<file path="config.mk">
export PLATFORM = sky130hd
export DESIGN_NAME = sfr_upper_bank
export DESIGN_NICKNAME = d
export VERILOG_FILES = /design/src/sfr_upper_pkg.sv /design/src/sfr_upper_bank.sv
export SDC_FILE = /design/constraint.sdc
export NUM_CORES = 1
export LEC_CHECK = 0
export ABC_AREA = 1
export BUFFER_PORTS_ARGS = -buffer_cell sky130_fd_sc_hd__buf_2
export CAP_MARGIN = 0
export CORE_MARGIN = 2
export CORE_UTILIZATION = 55
export CTS_CLUSTER_DIAMETER = 60
export DETAILED_ROUTE_END_ITERATION = 8
export PLACE_DENSITY_LB_ADDON = 0.1
export SYNTH_ARGS = -nofsm -noshare
export SYNTH_HDL_FRONTEND = slang
export SYNTH_SLANG_ARGS = --single-unit
</file>
<file path="constraint.sdc">
create_clock -name clk_in -period 4.2 [get_ports clk_in]
set_input_delay 0.21 -clock clk_in [delete_from_list [all_inputs] [get_ports clk_in]]
set_output_delay 0.21 -clock clk_in [all_outputs]
set_load 0.05 [all_outputs]
</file>
<file path="src/sfr_upper_pkg.sv">
// Constants for the upper-bank special-function register decode
package sfr_upper_pkg;
    localparam logic [8:0] ADDR_WINDOW_B2 = 9'h100;
    localparam logic [8:0] ADDR_TIMER0_B2 = 9'h101;
    localparam logic [8:0] ADDR_PCLOW_B2 = 9'h102;
    localparam logic [8:0] ADDR_FLAGS_B2 = 9'h103;
    localparam logic [8:0] ADDR_POINTER_B2 = 9'h104;
    localparam logic [8:0] ADDR_PORT_B_LATCH_PINS_B2 = 9'h106;
    localparam logic [8:0] ADDR_PCUPPER_B2 = 9'h10a;
    localparam logic [8:0] ADDR_INTCTL_B2 = 9'h10b;
    localparam logic [8:0] ADDR_WINDOW_B3 = 9'h180;
    localparam logic [8:0] ADDR_OPTIONS_B3 = 9'h181;
    localparam logic [8:0] ADDR_PCLOW_B3 = 9'h182;
    localparam logic [8:0] ADDR_FLAGS_B3 = 9'h183;
    localparam logic [8:0] ADDR_POINTER_B3 = 9'h184;
    localparam logic [8:0] ADDR_PORT_B_LATCH_PINS_DIR_B3 = 9'h186;
    localparam logic [8:0] ADDR_PCUPPER_B3 = 9'h18a;
    localparam logic [8:0] ADDR_INTCTL_B3 = 9'h18b;
    // Block-local status and mask for the interrupt output
    localparam logic [8:0] ADDR_EVT_STATUS = 9'h1f0;
    localparam logic [8:0] ADDR_EVT_MASK = 9'h1f1;
    // Low seven bits: offset inside a bank
    localparam logic [6:0] OFS_WINDOW = 7'h00;
    localparam logic [6:0] OFS_PCLOW = 7'h02;
    localparam logic [6:0] OFS_FLAGS = 7'h03;
    localparam logic [6:0] OFS_POINTER = 7'h04;
    localparam logic [6:0] OFS_PCUPPER = 7'h0a;
    localparam logic [6:0] OFS_INTCTL = 7'h0b;
    localparam int PC_UPPER_W = 5;
    localparam logic [7:0] RST_ZERO = 8'h00;
    localparam logic [7:0] RST_ONES = 8'hff;
    localparam logic [7:0] RST_FLAGS_POR = 8'h18;
    localparam logic [7:0] FLAGS_KEEP_MASK = 8'h07;
    localparam logic [7:0] INTCTL_KEEP_MASK = 8'h01;
    localparam int FLAG_TO_BIT = 4;
    localparam int FLAG_PD_BIT = 3;
    localparam int EVT_W = 3;
    localparam int EVT_PCLOAD = 0;
    localparam int EVT_WDT = 1;
    localparam int EVT_PINRST = 2;
endpackage

</file>
<file path="src/sfr_upper_bank.sv">
// Upper-bank special-function register decode with indirect window
//
// Design decision made here: the strobed register port.
`timescale 1ns/10ps
`default_nettype none
module sfr_upper_bank
    import sfr_upper_pkg::*;
(
    // Clock and resets
    input wire logic clk_in,
    input wire logic sys_rst_in,
    input wire logic por_rst_in,
    input wire logic pin_rst_in,
    input wire logic wdt_rst_in,
    // Register port
    input wire logic [8:0] addr_in,
    input wire logic [7:0] wdata_in,
    input wire logic wr_in,
    input wire logic rd_in,
    output logic [7:0] rdata_out,
    // Indirect target access
    output logic [7:0] ind_addr_out,
    output logic ind_wr_out,
    output logic [7:0] ind_wdata_out,
    input wire logic [7:0] ind_rdata_in,
    // Neighbouring logic
    input wire logic [7:0] timer0_in,
    input wire logic [7:0] port_b_pins_in,
    input wire logic [2:0] irq_flag_set_in,
    output logic [7:0] timer0_wdata_out,
    output logic timer0_wr_out,
    output logic [7:0] port_b_latch_out,
    output logic [7:0] port_b_direction_out,
    output logic [7:0] core_options_out,
    output logic [7:0] processor_flags_out,
    output logic [7:0] interrupt_control_out,
    output logic [12:0] pc_out,
    output logic irq_out
);
    logic [7:0] pointer_ff;
    logic [7:0] pc_low_ff;
    logic [PC_UPPER_W-1:0] pc_upper_ff;
    logic [PC_UPPER_W-1:0] pc_holding_ff;
    logic [7:0] flags_ff;
    logic [7:0] intctl_ff;
    logic [7:0] options_ff;
    logic [7:0] latch_b_ff;
    logic [7:0] dir_b_ff;
    logic [EVT_W-1:0] evt_status_ff;
    logic [EVT_W-1:0] evt_mask_ff;
    logic [7:0] rdata_ff;
    logic rd_window_ff;
    logic ind_wr_ff;
    logic [7:0] ind_wdata_ff;
    logic tmr_wr_ff;
    logic [7:0] tmr_wdata_ff;
    logic irq_ff;
    logic [2:0] pin_sync_ff;
    logic [2:0] wdt_sync_ff;
    logic pin_level_ff;
    logic wdt_level_ff;
    logic pin_rst_ev;
    logic wdt_rst_ev;
    logic other_rst;
    logic [6:0] ofs;
    logic banked;
    logic [7:0] nxt_rdata;

    assign ofs = addr_in[6:0];
    // banks 2 and 3 share core slots; lower banks belong elsewhere
    assign banked = addr_in[8];

    // Pin-level reset sources pass three stages; agreement of last two counts
    always_ff @(posedge clk_in) begin
        if (sys_rst_in) begin
            pin_sync_ff <= 3'h0;
            wdt_sync_ff <= 3'h0;
            pin_level_ff <= 1'b0;
            wdt_level_ff <= 1'b0;
        end else begin
            pin_sync_ff <= {pin_sync_ff[1:0], pin_rst_in};
            wdt_sync_ff <= {wdt_sync_ff[1:0], wdt_rst_in};
            if (pin_sync_ff[2] == pin_sync_ff[1]) begin
                pin_level_ff <= pin_sync_ff[2];
            end
            if (wdt_sync_ff[2] == wdt_sync_ff[1]) begin
                wdt_level_ff <= wdt_sync_ff[2];
            end
        end
    end
    assign pin_rst_ev = pin_sync_ff[2] & pin_sync_ff[1] & ~pin_level_ff;
    assign wdt_rst_ev = wdt_sync_ff[2] & wdt_sync_ff[1] & ~wdt_level_ff;
    // pin and watchdog are non-power-up resets
    assign other_rst = pin_rst_ev | wdt_rst_ev;

    // Pointer, indirect target
    always_ff @(posedge clk_in) begin
        if (sys_rst_in | por_rst_in) begin
            pointer_ff <= RST_ZERO;
        end else if (!other_rst && wr_in && banked && ofs == OFS_POINTER) begin
            pointer_ff <= wdata_in;
        end
    end

    always_ff @(posedge clk_in) begin
        if (sys_rst_in | por_rst_in | other_rst) begin
            ind_wr_ff <= 1'b0;
            ind_wdata_ff <= RST_ZERO;
        end else begin
            ind_wr_ff <= wr_in && banked && ofs == OFS_WINDOW;
            ind_wdata_ff <= wdata_in;
        end
    end

    // Program counter low byte, holding latch, upper part
    always_ff @(posedge clk_in) begin
        if (sys_rst_in | por_rst_in | other_rst) begin
            pc_low_ff <= RST_ZERO;
            pc_upper_ff <= '0;
            pc_holding_ff <= '0;
        end else begin
            if (wr_in && banked && ofs == OFS_PCUPPER) begin
                pc_holding_ff <= wdata_in[PC_UPPER_W-1:0];
            end
            if (wr_in && banked && ofs == OFS_PCLOW) begin
                pc_low_ff <= wdata_in;
                pc_upper_ff <= pc_holding_ff;
            end
        end
    end

    // Processor flags
    always_ff @(posedge clk_in) begin
        if (sys_rst_in | por_rst_in) begin
            flags_ff <= RST_FLAGS_POR;
        end else if (other_rst) begin
            // bank bits cleared, arithmetic kept, TO by cause, PD kept
            flags_ff <= flags_ff & FLAGS_KEEP_MASK;
            flags_ff[FLAG_TO_BIT] <= ~wdt_rst_ev;
            flags_ff[FLAG_PD_BIT] <= flags_ff[FLAG_PD_BIT];
        end else if (wr_in && banked && ofs == OFS_FLAGS) begin
            // TO and PD are not writable by software
            flags_ff[7:5] <= wdata_in[7:5];
            flags_ff[2:0] <= wdata_in[2:0];
        end
    end

    // Interrupt control
    always_ff @(posedge clk_in) begin
        if (sys_rst_in | por_rst_in) begin
            intctl_ff <= RST_ZERO;
        end else if (other_rst) begin
            intctl_ff <= intctl_ff & INTCTL_KEEP_MASK;
        end else begin
            // flags set by hardware win over the clearing write
            if (wr_in && banked && ofs == OFS_INTCTL) begin
                intctl_ff <= {wdata_in[7:3], wdata_in[2:0] | irq_flag_set_in};
            end else begin
                intctl_ff[2:0] <= intctl_ff[2:0] | irq_flag_set_in;
            end
        end
    end

    // Bank-specific registers; timer write passes to the timer
    always_ff @(posedge clk_in) begin
        if (sys_rst_in | por_rst_in | other_rst) begin
            options_ff <= RST_ONES;
            dir_b_ff <= RST_ONES;
            tmr_wr_ff <= 1'b0;
            tmr_wdata_ff <= RST_ZERO;
        end else begin
            tmr_wr_ff <= wr_in && addr_in == ADDR_TIMER0_B2;
            tmr_wdata_ff <= wdata_in;
            if (wr_in && addr_in == ADDR_OPTIONS_B3) begin
                options_ff <= wdata_in;
            end
            if (wr_in && addr_in == ADDR_PORT_B_LATCH_PINS_DIR_B3) begin
                dir_b_ff <= wdata_in;
            end
        end
    end

    // Port latch kept over every reset but power-on and system reset
    always_ff @(posedge clk_in) begin
        if (sys_rst_in | por_rst_in) begin
            latch_b_ff <= RST_ZERO;
        end else if (!other_rst && wr_in && addr_in == ADDR_PORT_B_LATCH_PINS_B2) begin
            latch_b_ff <= wdata_in;
        end
    end

    // Event status: set wins over write-one-to-clear
    always_ff @(posedge clk_in) begin
        if (sys_rst_in | por_rst_in) begin
            evt_status_ff <= '0;
            evt_mask_ff <= '0;
            irq_ff <= 1'b0;
        end else begin
            evt_status_ff <= (evt_status_ff
                & ~((wr_in && addr_in == ADDR_EVT_STATUS) ? wdata_in[EVT_W-1:0] : '0))
                | {pin_rst_ev, wdt_rst_ev,
                   wr_in && banked && ofs == OFS_PCLOW};
            if (wr_in && addr_in == ADDR_EVT_MASK) begin
                evt_mask_ff <= wdata_in[EVT_W-1:0];
            end
            irq_ff <= |(evt_status_ff & evt_mask_ff);
        end
    end

    // unmapped and unused bits read zero
    always_comb begin
        nxt_rdata = RST_ZERO;
        if (banked && ofs == OFS_POINTER) begin
            nxt_rdata = pointer_ff;
        end else if (banked && ofs == OFS_PCLOW) begin
            nxt_rdata = pc_low_ff;
        end else if (banked && ofs == OFS_FLAGS) begin
            nxt_rdata = flags_ff;
        end else if (banked && ofs == OFS_PCUPPER) begin
            nxt_rdata = {3'h0, pc_holding_ff};
        end else if (banked && ofs == OFS_INTCTL) begin
            nxt_rdata = intctl_ff;
        end else if (addr_in == ADDR_TIMER0_B2) begin
            nxt_rdata = timer0_in;
        end else if (addr_in == ADDR_PORT_B_LATCH_PINS_B2) begin
            nxt_rdata = port_b_pins_in;
        end else if (addr_in == ADDR_OPTIONS_B3) begin
            nxt_rdata = options_ff;
        end else if (addr_in == ADDR_PORT_B_LATCH_PINS_DIR_B3) begin
            nxt_rdata = dir_b_ff;
        end else if (addr_in == ADDR_EVT_STATUS) begin
            nxt_rdata = {5'h00, evt_status_ff};
        end else if (addr_in == ADDR_EVT_MASK) begin
            nxt_rdata = {5'h00, evt_mask_ff};
        end
    end

    always_ff @(posedge clk_in) begin
        if (sys_rst_in) begin
            rdata_ff <= RST_ZERO;
            rd_window_ff <= 1'b0;
        end else begin
            rdata_ff <= rd_in ? nxt_rdata : RST_ZERO;
            rd_window_ff <= rd_in && banked && ofs == OFS_WINDOW;
        end
    end

    // Window read data comes from the target the cycle after
    assign rdata_out = rd_window_ff ? ind_rdata_in : rdata_ff;
    assign ind_addr_out = pointer_ff;
    assign ind_wr_out = ind_wr_ff;
    assign ind_wdata_out = ind_wdata_ff;
    assign timer0_wdata_out = tmr_wdata_ff;
    assign timer0_wr_out = tmr_wr_ff;
    assign port_b_latch_out = latch_b_ff;
    assign port_b_direction_out = dir_b_ff;
    assign core_options_out = options_ff;
    assign processor_flags_out = flags_ff;
    assign interrupt_control_out = intctl_ff;
    assign pc_out = {pc_upper_ff, pc_low_ff};
    assign irq_out = irq_ff;

    // upper part follows latch after low-byte write
    a_pc_upper_load: assert property (@(posedge clk_in) disable iff (sys_rst_in)
        (wr_in && banked && ofs == OFS_PCLOW && !por_rst_in && !other_rst)
        |=> pc_upper_ff == $past(pc_holding_ff))
        else $error("pc upper not loaded from latch");
    a_holding_read: assert property (@(posedge clk_in) disable iff (sys_rst_in)
        (rd_in && ofs == OFS_PCUPPER) |=> rdata_out[7:5] == 3'h0)
        else $error("holding latch upper bits nonzero");
    // same pointer seen from bank 2 and 3
    a_bank_mirror: assert property (@(posedge clk_in) disable iff (sys_rst_in)
        (rd_in && addr_in == ADDR_POINTER_B3) |=> rdata_out == $past(pointer_ff))
        else $error("pointer not mirrored in bank 3");
    a_unimpl_zero: assert property (@(posedge clk_in) disable iff (sys_rst_in)
        (rd_in && addr_in == 9'h105) |=> rdata_out == RST_ZERO)
        else $error("unimplemented address read nonzero");
    // arithmetic flags kept on other reset
    a_flags_keep: assert property (@(posedge clk_in) disable iff (sys_rst_in || por_rst_in)
        other_rst |=> flags_ff[2:0] == $past(flags_ff[2:0]) && flags_ff[7:5] == 3'h0)
        else $error("flags wrong after other reset");
    a_wdt_cause: assert property (@(posedge clk_in) disable iff (sys_rst_in || por_rst_in)
        wdt_rst_ev |=> !flags_ff[FLAG_TO_BIT])
        else $error("timeout bit not cleared by watchdog");
    a_pointer_keep: assert property (@(posedge clk_in) disable iff (sys_rst_in || por_rst_in)
        other_rst |=> $stable(pointer_ff))
        else $error("pointer changed on other reset");
    a_intctl_flag: assert property (@(posedge clk_in) disable iff (sys_rst_in || por_rst_in)
        (irq_flag_set_in[0] && !other_rst) ##1 !other_rst |-> intctl_ff[0])
        else $error("interrupt flag lost");
    a_window_fwd: assert property (@(posedge clk_in) disable iff (sys_rst_in || por_rst_in)
        (wr_in && banked && ofs == OFS_WINDOW && !other_rst)
        |=> ind_wr_out && ind_wdata_out == $past(wdata_in))
        else $error("window write not forwarded");

    a_pointer_write: assert property (@(posedge clk_in) disable iff (sys_rst_in || por_rst_in)
        (wr_in && banked && ofs == OFS_POINTER && !other_rst) |=> pointer_ff == $past(wdata_in))
        else $error("pointer write lost");

    // latch keeps the low five bits written
    a_holding_write: assert property (@(posedge clk_in) disable iff (sys_rst_in || por_rst_in)
        (wr_in && banked && ofs == OFS_PCUPPER && !other_rst)
        |=> pc_holding_ff == $past(wdata_in[PC_UPPER_W-1:0]))
        else $error("holding latch write lost");

    // low byte takes the written value
    a_pc_low_load: assert property (@(posedge clk_in) disable iff (sys_rst_in || por_rst_in)
        (wr_in && banked && ofs == OFS_PCLOW && !other_rst) |=> pc_low_ff == $past(wdata_in))
        else $error("pc low byte not loaded");

    // upper part moves only on a low-byte load
    a_upper_hidden: assert property (@(posedge clk_in) disable iff (sys_rst_in || por_rst_in)
        (!(wr_in && banked && ofs == OFS_PCLOW) && !other_rst) |=> $stable(pc_upper_ff))
        else $error("pc upper changed without low-byte load");

    // timeout and power-down bits not writable
    a_flags_tp_ro: assert property (@(posedge clk_in) disable iff (sys_rst_in || por_rst_in)
        (wr_in && banked && ofs == OFS_FLAGS && !other_rst)
        |=> flags_ff[4:3] == $past(flags_ff[4:3]))
        else $error("timeout or power-down bit written");

    // other reset clears all but the port-change flag
    a_intctl_keep: assert property (@(posedge clk_in) disable iff (sys_rst_in || por_rst_in)
        other_rst |=> intctl_ff == {7'h00, $past(intctl_ff[0])})
        else $error("interrupt control wrong after other reset");

    // window read returns the target data
    a_window_read: assert property (@(posedge clk_in) disable iff (sys_rst_in || por_rst_in)
        (rd_in && banked && ofs == OFS_WINDOW) |=> rdata_out == ind_rdata_in)
        else $error("window read not from target");

    // pin reset leaves the timeout bit set
    a_pin_cause: assert property (@(posedge clk_in) disable iff (sys_rst_in || por_rst_in)
        (pin_rst_ev && !wdt_rst_ev) |=> flags_ff[FLAG_TO_BIT])
        else $error("timeout bit cleared by pin reset");

    // first address of the unused range reads zero
    a_unimpl_high: assert property (@(posedge clk_in) disable iff (sys_rst_in || por_rst_in)
        (rd_in && addr_in == 9'h10c) |=> rdata_out == RST_ZERO)
        else $error("unused range read nonzero");

    // read data idle at zero outside a read
    a_idle_zero: assert property (@(posedge clk_in) disable iff (sys_rst_in || por_rst_in)
        !rd_in |=> rdata_out == RST_ZERO)
        else $error("read data nonzero without read");
endmodule
`default_nettype wire

</file>
==> results of run 1 <==
==> per-layer routing <==
| layer | routed length [um] | global-route usage (%) | vias up |
|---|---|---|---|
| li1 | - | - | 2138 |
| met1 | 5387 | 39.34 | 2025 |
| met2 | 5858 | 46.38 | 210 |
| met3 | 1006 | 4.593 | 27 |
| met4 | 271 | 10.78 | 0 |
| met5 | 0 | 0 | - |
==> cells in the final DEF (no fill, tap or decap), types with 3 or more instances in the layout <==
cell,count
nand4_1,17
dfxtp_1,99
nand2_2,5
buf_2,137
inv_1,82
nor2_1,40
inv_6,3
o21ai_1,10
inv_2,6
o21ai_0,57
nor2_2,4
nor2_4,4
nand3_1,24
nand2_1,100
clkbuf_8,9
a21oi_1,53
mux2_2,8
o211ai_1,18
==> kinds of logic after synthesis <==
family / count (synthesis)
multiplexers: 8
buffers and inverters: 117
other: 1
AND/OR/NAND/NOR: 207
flip-flops: 99
adder cells (fa/ha/maj): 2
AO/OA/AOI/OAI: 148
==> critical path: stages, from the launching register on <==
cell     delay, ns
dfxtp_1       0.33
ha_1          0.19
inv_1         0.05
nor2_1        0.05
inv_1         0.08
nand2_1       0.10
nor2_2        0.59
inv_1         0.41
nor2_1        0.28
a32oi_1       0.14
nand2_1       0.09
==> where the power goes <==
group	internal [uW]	switching [uW]	leakage [uW]
Clock	225	365	0.0000963
Sequential	947	4.65	0.000801
Combinational	38.5	111	0.00166
==> flip-flops by register name, summed over array words and instances, names as in the netlist, 3 cells and up <==
signal / count
rdata_ff: 8
pc_holding_ff: 5
pc_upper_ff: 5
processor_flags_out: 7
evt_status_ff: 3
ind_addr_out: 8
wdt_sync_ff: 3
pc_low_ff: 8
port_b_latch_out: 8
evt_mask_ff: 3
port_b_direction_out: 8
timer0_wdata_out: 8
pin_sync_ff: 3
core_options_out: 8
interrupt_control_out: 8
==> synthesized netlist by cell type, drive strengths merged, types with 2 or more instances <==
master / instances
o21ai: 69
and2: 2
o21bai: 2
nand4: 17
clkbuf: 8
ha: 2
dfxtp: 99
buf: 21
nor2: 48
inv: 88
nor4: 3
mux2: 8
nand2: 105
nand3b: 2
o211ai: 18
o22ai: 2
nor3: 2
nand3: 25
or2: 2
a21oi: 55
==> through the flow <==
| stage | hold slack [ns] | setup WS (ns) | instance area (um^2) |
|---|---|---|---|
| 6_report | 0.03184 | 1.846 | 5202 |
| 5_1_grt | 0.03700 | 1.646 | 5202 |
| 4_1_cts | 0.02883 | 1.900 | 5202 |
| 3_5_place_dp | 0.4034 | 1.745 | 5022 |
| 3_3_place_gp | 0.3923 | 1.891 | 5022 |
| 2_1_floorplan | 0.2869 | 2.768 | 4372 |
==> layout make-up <==
class / instances / area share (%)
sequential: 99 / 38.10
multi-input combinational: 366 / 36.32
timing repair buffer: 138 / 13.32
inverter: 88 / 6.349
tap: 102 / 2.453
clock buffer: 9 / 2.381
clock inverter: 7 / 1.082
==> how the worst min path moves through the flow <==
stage / from / to / slack [ns] / depth (start not counted)
3_5_place_dp: pin_sync_ff[0] / pin_sync_ff[1] / 0.40 / 2
5_1_grt: addr_in[7] / timer0_wr_out / 0.04 / 2
6_report: pin_rst_in / pin_sync_ff[0] / 0.03 / 3
4_1_cts: addr_in[7] / timer0_wr_out / 0.03 / 2
3_3_place_gp: wdt_sync_ff[0] / wdt_sync_ff[1] / 0.39 / 2
2_1_floorplan: addr_in[7] / timer0_wr_out / 0.29 / 1
==> metrics.txt, run 1 <==
status=completed; proportion of synthesized area in mux cells=2.061%; Area growth syn-to-layout=19.00%; fillcell total=717; antenna violations before repair=0; placed cell count=793; max cap viols=0; CP endpoint kind=register; initial drt markers=332; compound-cell area share of the yosys netlist=18.66%; Synth Flop Type=dfxtp_1; cells after synthesis=582; WS Path Type=reg2reg; RSZ-0062 raised after global routing=false; Root Driver=clkbuf_8; clk_lat worst skew=0.37 ns; xor/xnor cell area share of the yosys netlist=0%; top post-synthesis cells by area=dfxtp_1 (45%), nand2_1 (8.6%), inv_1 (7.0%); GR Overflow Total=0; Crit Path Max Fanout=18; IO Port Bufs=137; DR vias/cell=5.439; FF/Latch Area=1982 um^2; mapped cell area=4372 um^2; Worst Tran Pin Value=0.7533 ns; max-slew violations=0; final std cells w/o fill=809; Final ANT Viol Nets=0; Adder-Cell Fraction of Synth Area=0.5724%; Die ar.=8678 um^2; routed via count=4400; Critical Path End=interrupt_control_out[0]; Worst EP arrival=2.67 ns; DRC=0; # rows=32; routed len/inst=15.48 um; critical path launch point type=register; Async SR Flop Fraction=0%; Max clock buf depth=2; Final Hold Fails=0; Worst VDD drop=0.2407 mV; crit path launch=pin_sync_ff[1]; # diodes=0; Die Height=93.16 um; drt total wl=12.52 mm; final net count=755; Final Core Density=67.33%; Multi-input gate area=1889 um^2; hold-fix buffers at CTS=0; HP Class=in2reg; share of cells above drive strength 1=26.59%; chip width=93.16 um; total I/O pin count=139; Post-CTS Resized=0; Post-Synth Simple-Gate Area=21.78%; first-pass GRT wire length=19.20 mm; initial core utilization=56.57%; Total Neg Setup Slack=0 ns; largest family of logic cells by synthesized area=simple AND/OR/NAND/NOR gates; largest net degree at the start of global routing=28; gr usage total=28.88%; share of the synthesized area in the top cell type=45.33%; buffer count from post-CTS setup fixing=0; Final Cycle Share=56.05%; slew margin rel.=49.73%; Yosys cell types=37; r2r endpoint=interrupt_control_out[0]; final setup fails=0; Core Footprint=7727 um^2; routability cong.=0.9169; FF+latch count, synth=99; Clock Skew=0.008540 ns; syn_area_per_cell=7.512 um^2; vias in the first global route=3836; Max Freq=424.8 MHz; pwr dens=324.9 nW/um^2; Post-DP HPWL=9.322 mm; Static Leak=0.002562 uW; clk sinks=99; TritonCTS clock tree=built; crit path time final=2.354 ns; Yosys top cell by area=dfxtp_1; Synth Net Count=635; reg-to-reg slack, setup=1.85 ns; FF-to-FF Start=pin_sync_ff[1]; Yosys warning count=0; worst endpoint required time=4.51 ns; H-tree depth=3; EDFF count, synth=0; R2R cell count=10; sequential area share after synthesis=45.33%; Pre-Repair DR Iteration Count=5; Reg clk slew, reported paths=0.10 ns; CTS Buf Count=9; Total Power=1690 uW
No activity file was read; power rests on OpenSTA's default activity.
==> run 2, diff against run 1 <==
CORE_UTILIZATION = 46   (was 55)
clock period = 2.14 ns   (was 4.2 ns; I/O delays follow)
==> run 2 against run 1 <==
Effect of this change: hold slack better by 0.0025 ns; worst setup slack worse by 1.6 ns; sequential cell count stayed put; combinational power increased by 110%; register-to-register slack got worse by 1.5 ns; sequential share of layout area shrank 0.95 points; first-iteration DRC count shrank 18%; critical path depth increased by 1; sequential power is 97% higher; clock skew rose by 0.0016 ns; global-route usage down 3.3 points; critical path type is now in2reg; critical endpoint is now rdata_ff[3]; largest power group unchanged.
==> metrics.txt, run 2 (synthesis results as in run 1) <==
critical path launch point type=input pin; routability cong.=0.9125; Post-DP HPWL=9.862 mm; Final Cycle Share=86.19%; TritonCTS clock tree=built; Final Hold Fails=0; Final ANT Viol Nets=0; status=completed; Die Height=101.5 um; Area growth syn-to-layout=22.04%; CTS Buf Count=9; antenna violations before repair=0; Comb pwr share=9.1%; Worst Tran Pin Value=0.5941 ns; clk_lat worst skew=0.37 ns; commonest non-fill, non-tap cell in the layout=buf_2; Max Freq=542.2 MHz; Hold WS=0.03434 ns; H-tree depth=3; IO Port Bufs=137; Pre-Repair DR Iteration Count=5; final net count=765; pwr dens=633.2 nW/um^2; routed len/inst=15.33 um; commonest cells after routing, fill and taps aside=buf_2 (137), nand2_1 (100), dfxtp_1 (99), inv_1 (82), o21ai_0 (57); dpl ws=0.3279 ns; Clk pwr share=35.7%; largest net degree at the start of global routing=28; max cap viols=0; CP endpoint kind=register; crit path time final=1.844 ns; Core Footprint=9240 um^2; GR Overflow Total=0; WS Path Type=in2reg; Clock Skew=0.01012 ns; Internal Power=2424 uW; worst endpoint required time=2.43 ns; final setup fails=0; DR vias/cell=5.154; Static Leak=0.002611 uW; initial core utilization=47.31%; Post-CTS Resized=0; routed via count=4360; Net Sw Power=954.0 uW; Sw Ratio=28.24%; drt total wl=12.97 mm; clk sinks=99; Reg clk slew, reported paths=0.10 ns; share of cells above drive strength 1=26.78%; Total Power=3378 uW; first-pass GRT wire length=20.04 mm; DRC=0; sequential share of power=55.3%; vias in the first global route=4010; # rows=35; RSZ-0062 raised after global routing=false; final worst slack=0.2956 ns; Die ar.=10300 um^2; gr usage total=25.60%; Max clock buf depth=2; # diodes=0; buffer count from post-CTS setup fixing=0; chip width=101.5 um; Total Neg Setup Slack=0 ns; Worst VDD drop=0.3299 mV; Crit Path Max Fanout=7; HP Class=in2reg; max-slew violations=0; slew margin rel.=60.25%; Root Driver=clkbuf_8; total I/O pin count=139; Final Core Density=57.74%; Worst EP arrival=2.13 ns; initial drt markers=272
-- run 2: cell types whose count changed in the layout (fill, tap and decap cells not counted), sizes merged --
cell and delta:
inv +1, clkbuf +1, clkinv -2, dlygate4sd3 +6
buf +4
-- run 2: worst paths after layout --
kind,cells after the start,startpoint,end,slack (ns)
min,4,por_rst_in,evt_status_ff[0],0.03
max,11,addr_in[7],rdata_ff[3],0.30
max reg2reg,10,pin_sync_ff[1],ind_addr_out[7],0.39
min reg2reg,2,wdt_sync_ff[0],wdt_sync_ff[1],0.41
-- run 2: repair_timing --
item,4_1_cts,5_1_grt
hold buffers,6,0
hold endpoints to repair,7,0
endpoints found under the setup margin,0,0
-- run 2: worst max-delay path, cell delays in order --
cell           delay, ns
dlygate4sd3_1       0.54
buf_2               0.15
or2_1               0.26
nor2_4              0.20
nand2_2             0.16
inv_2               0.16
nand2_1             0.06
and3_1              0.19
nand4_1             0.08
nand2_1             0.05
a21oi_1             0.18
-- run 2: cell type report --
type	instances	area [um^2]
sequential	99	1982
timing repair buffer	148	783.3
multi-input combinational	366	1889
clock inverter	6	51.30
fill	928	3905
tap	129	161.4
inverter	88	330.3
clock buffer	10	137.6
-- run 2: power groups by stage --
stage	Clock (uW)	Combinational (uW)	Sequential (uW)
2_1_floorplan	0	147	1940
3_3_place_gp	0	291	1910
3_5_place_dp	0	295	1910
4_1_cts	1210	305	1870
5_1_grt	1270	330	1870
6_report	1200	306	1870
-- run 2: metal layers --
metal | vias to the layer above | global-route usage [%] | routed length, um
met3 | 25 | 4.279 | 867
met4 | 0 | 9.148 | 312
met1 | 2012 | 33.76 | 5713
met5 | - | 0 | 0
met2 | 163 | 42.44 | 6079
li1 | 2160 | - | -
-- run 2: through the flow --
step / area, um^2 / cells
finish: 5335 / 846
global route: 5335 / 846
CTS: 5335 / 846
floorplan: 4372 / 582
detailed placement: 5086 / 824
global placement: 5086 / 824
==> run 3, diff against run 2 <==
CORE_ASPECT_RATIO = 0.5   (was not set)
==> run 3 against run 2 <==
Effect of this change: combinational power is 2% higher; count of clock-buffer cells in the layout is 1 lower; die area is 0.46% higher; via count is 3.2% higher; core utilization is 0.67 points higher; sequential cell count stayed put; register-to-register slack worse by 0.05 ns; global-route usage is 1.5 points higher; maximum frequency is 1.4% lower; critical path type unchanged; largest power group unchanged.
==> metrics.txt, run 3 (synthesis results as in run 1) <==
status=completed; Crit Path Max Fanout=7; R2R cell count=8; commonest non-fill, non-tap cell in the layout=buf_2; Worst EP arrival=2.16 ns; Worst Tran Pin Value=0.5039 ns; max-slew violations=0; clk_lat worst skew=0.35 ns; H-tree depth=3; max cap viols=0; CP Cell Sequence=dlygate4sd3_1 -> buf_2 -> or2_1 -> nor2_4 -> nand2_2 -> inv_2 -> nand2_1 -> nand4_1 -> nand2_1 -> nand4_1 -> nand2_1 -> inv_1; crit path time final=1.871 ns; routed len/inst=16.94 um; Post-CTS Resized=0; Static Leak=0.002667 uW; Hold WS=0.01775 ns; Post-DP HPWL=10.66 mm; Max clock buf depth=2; hold-fix buffers at CTS=5; clk sinks=99; FF-to-FF Start=wdt_sync_ff[1]; total I/O pin count=139; WS Path Type=in2reg; Final Cycle Share=87.43%; routability cong.=0.9909; chip width=141.9 um; initial drt markers=501; critical path launch point type=input pin; RSZ-0062 raised after global routing=false; Root Driver=clkbuf_16; IO Port Bufs=137; # diodes=0; share of cells above drive strength 1=27.02%; HP Class=in2reg; Die ar.=10350 um^2; Total Neg Setup Slack=0 ns; drt total wl=14.22 mm; Pre-Repair DR Iteration Count=5; commonest cells after routing, fill and taps aside=buf_2 (137), nand2_1 (100), dfxtp_1 (99), inv_1 (82), o21ai_0 (57); Final Hold Fails=0; sequential share of power=47.8%; Final ANT Viol Nets=0; slew margin rel.=66.28%; Clk pwr share=44.2%; final setup fails=0; first-pass GRT wire length=20.73 mm; largest net degree at the start of global routing=28; GR Overflow Total=0; cell mode on critical path=nand2_1; Core Footprint=9353 um^2; Net Sw Power=1025 uW; DRC=0; Worst VDD drop=0.4270 mV; DR vias/cell=5.361; r2r endpoint=ind_addr_out[3]; antenna violations before repair=0; pwr dens=714.9 nW/um^2; CP endpoint kind=register; Critical Path End=rdata_ff[1]; vias in the first global route=3724; # rows=25; routed via count=4498; slowest CP cell=dlygate4sd3_1; reg-to-reg slack, setup=0.34 ns; CP max stage delay=0.53 ns; buffer count from post-CTS setup fixing=0; final net count=766; crit path launch=addr_in[7]; Clock Skew=0.004328 ns; Reg clk slew, reported paths=0.07 ns; initial core utilization=46.74%; TritonCTS clock tree=built; Area growth syn-to-layout=24.96%; Internal Power=2881 uW; Die Height=72.94 um; Comb pwr share=8.0%; worst endpoint required time=2.43 ns; Max Freq=534.4 MHz; CTS Buf Count=9; gr usage total=27.14%; Sw Ratio=26.24%
==> run 3: cell count changes in the layout (fill, tap and decap cells not counted), moves of 2 or more <==
cell       before  now
inv_6           4    2
clkinv_8        0    2
clkbuf_16       0    9
clkbuf_8       10    0
buf_4           5    7
==> run 3: through the flow <==
stage	util, %	cell area (um^2)	total power [uW]	std cells	setup slack [ns]
after floorplan	-	4372	2089	582	0.7082
after global placement	54.43	5091	2209	818	0.3555
after detailed placement	54.43	5091	2209	818	0.3478
after CTS	58.41	5463	3909	839	0.3268
after global routing	58.41	5463	4029	839	0.1234
final	58.41	5463	3905	839	0.2689
==> run 3: routing by layer <==
metal	global-route usage [%]	vias up	share of wire [%]
li1	-	2168	-
met1	42.52	2092	50
met2	37.59	225	39
met3	6.430	13	10
met4	5.111	0	0.75
met5	0	-	0
==> run 3: worst min path at each step <==
stage | slack, ns | depth (start not counted) | startpoint | end
finish | 0.02 | 3 | irq_flag_set_in[2] | interrupt_control_out[2]
global route | 0.02 | 3 | irq_flag_set_in[2] | interrupt_control_out[2]
CTS | 0.01 | 3 | irq_flag_set_in[2] | interrupt_control_out[2]
detailed placement | 0.32 | 3 | pin_rst_in | pin_sync_ff[0]
global placement | 0.30 | 3 | wdt_rst_in | wdt_sync_ff[0]
floorplan | 0.18 | 1 | addr_in[7] | timer0_wr_out
==> run 3: critical path: cells and delay by family <==
| family | cells | cell delay, ns |
|---|---|---|
| simple gates | 8 | 1.13 |
| buf+inv | 4 | 0.92 |
==> run 3: layout make-up <==
class | instances | area [um^2]
Sequential cell | 99 | 1982
Multi-Input combinational cell | 366 | 1889
Tap cell | 121 | 151.4
Clock inverter | 7 | 96.34
Clock buffer | 9 | 225.2
Inverter | 88 | 330.3
Fill cell | 901 | 3890
Timing Repair Buffer | 149 | 788.3
==> run 3: power groups by stage <==
stage | combinational (uW) | clock [uW] | sequential [uW]
detailed placement | 300 | 0 | 1910
finish | 313 | 1730 | 1870
floorplan | 147 | 0 | 1940
global route | 335 | 1830 | 1870
global placement | 298 | 0 | 1910
CTS | 307 | 1740 | 1870
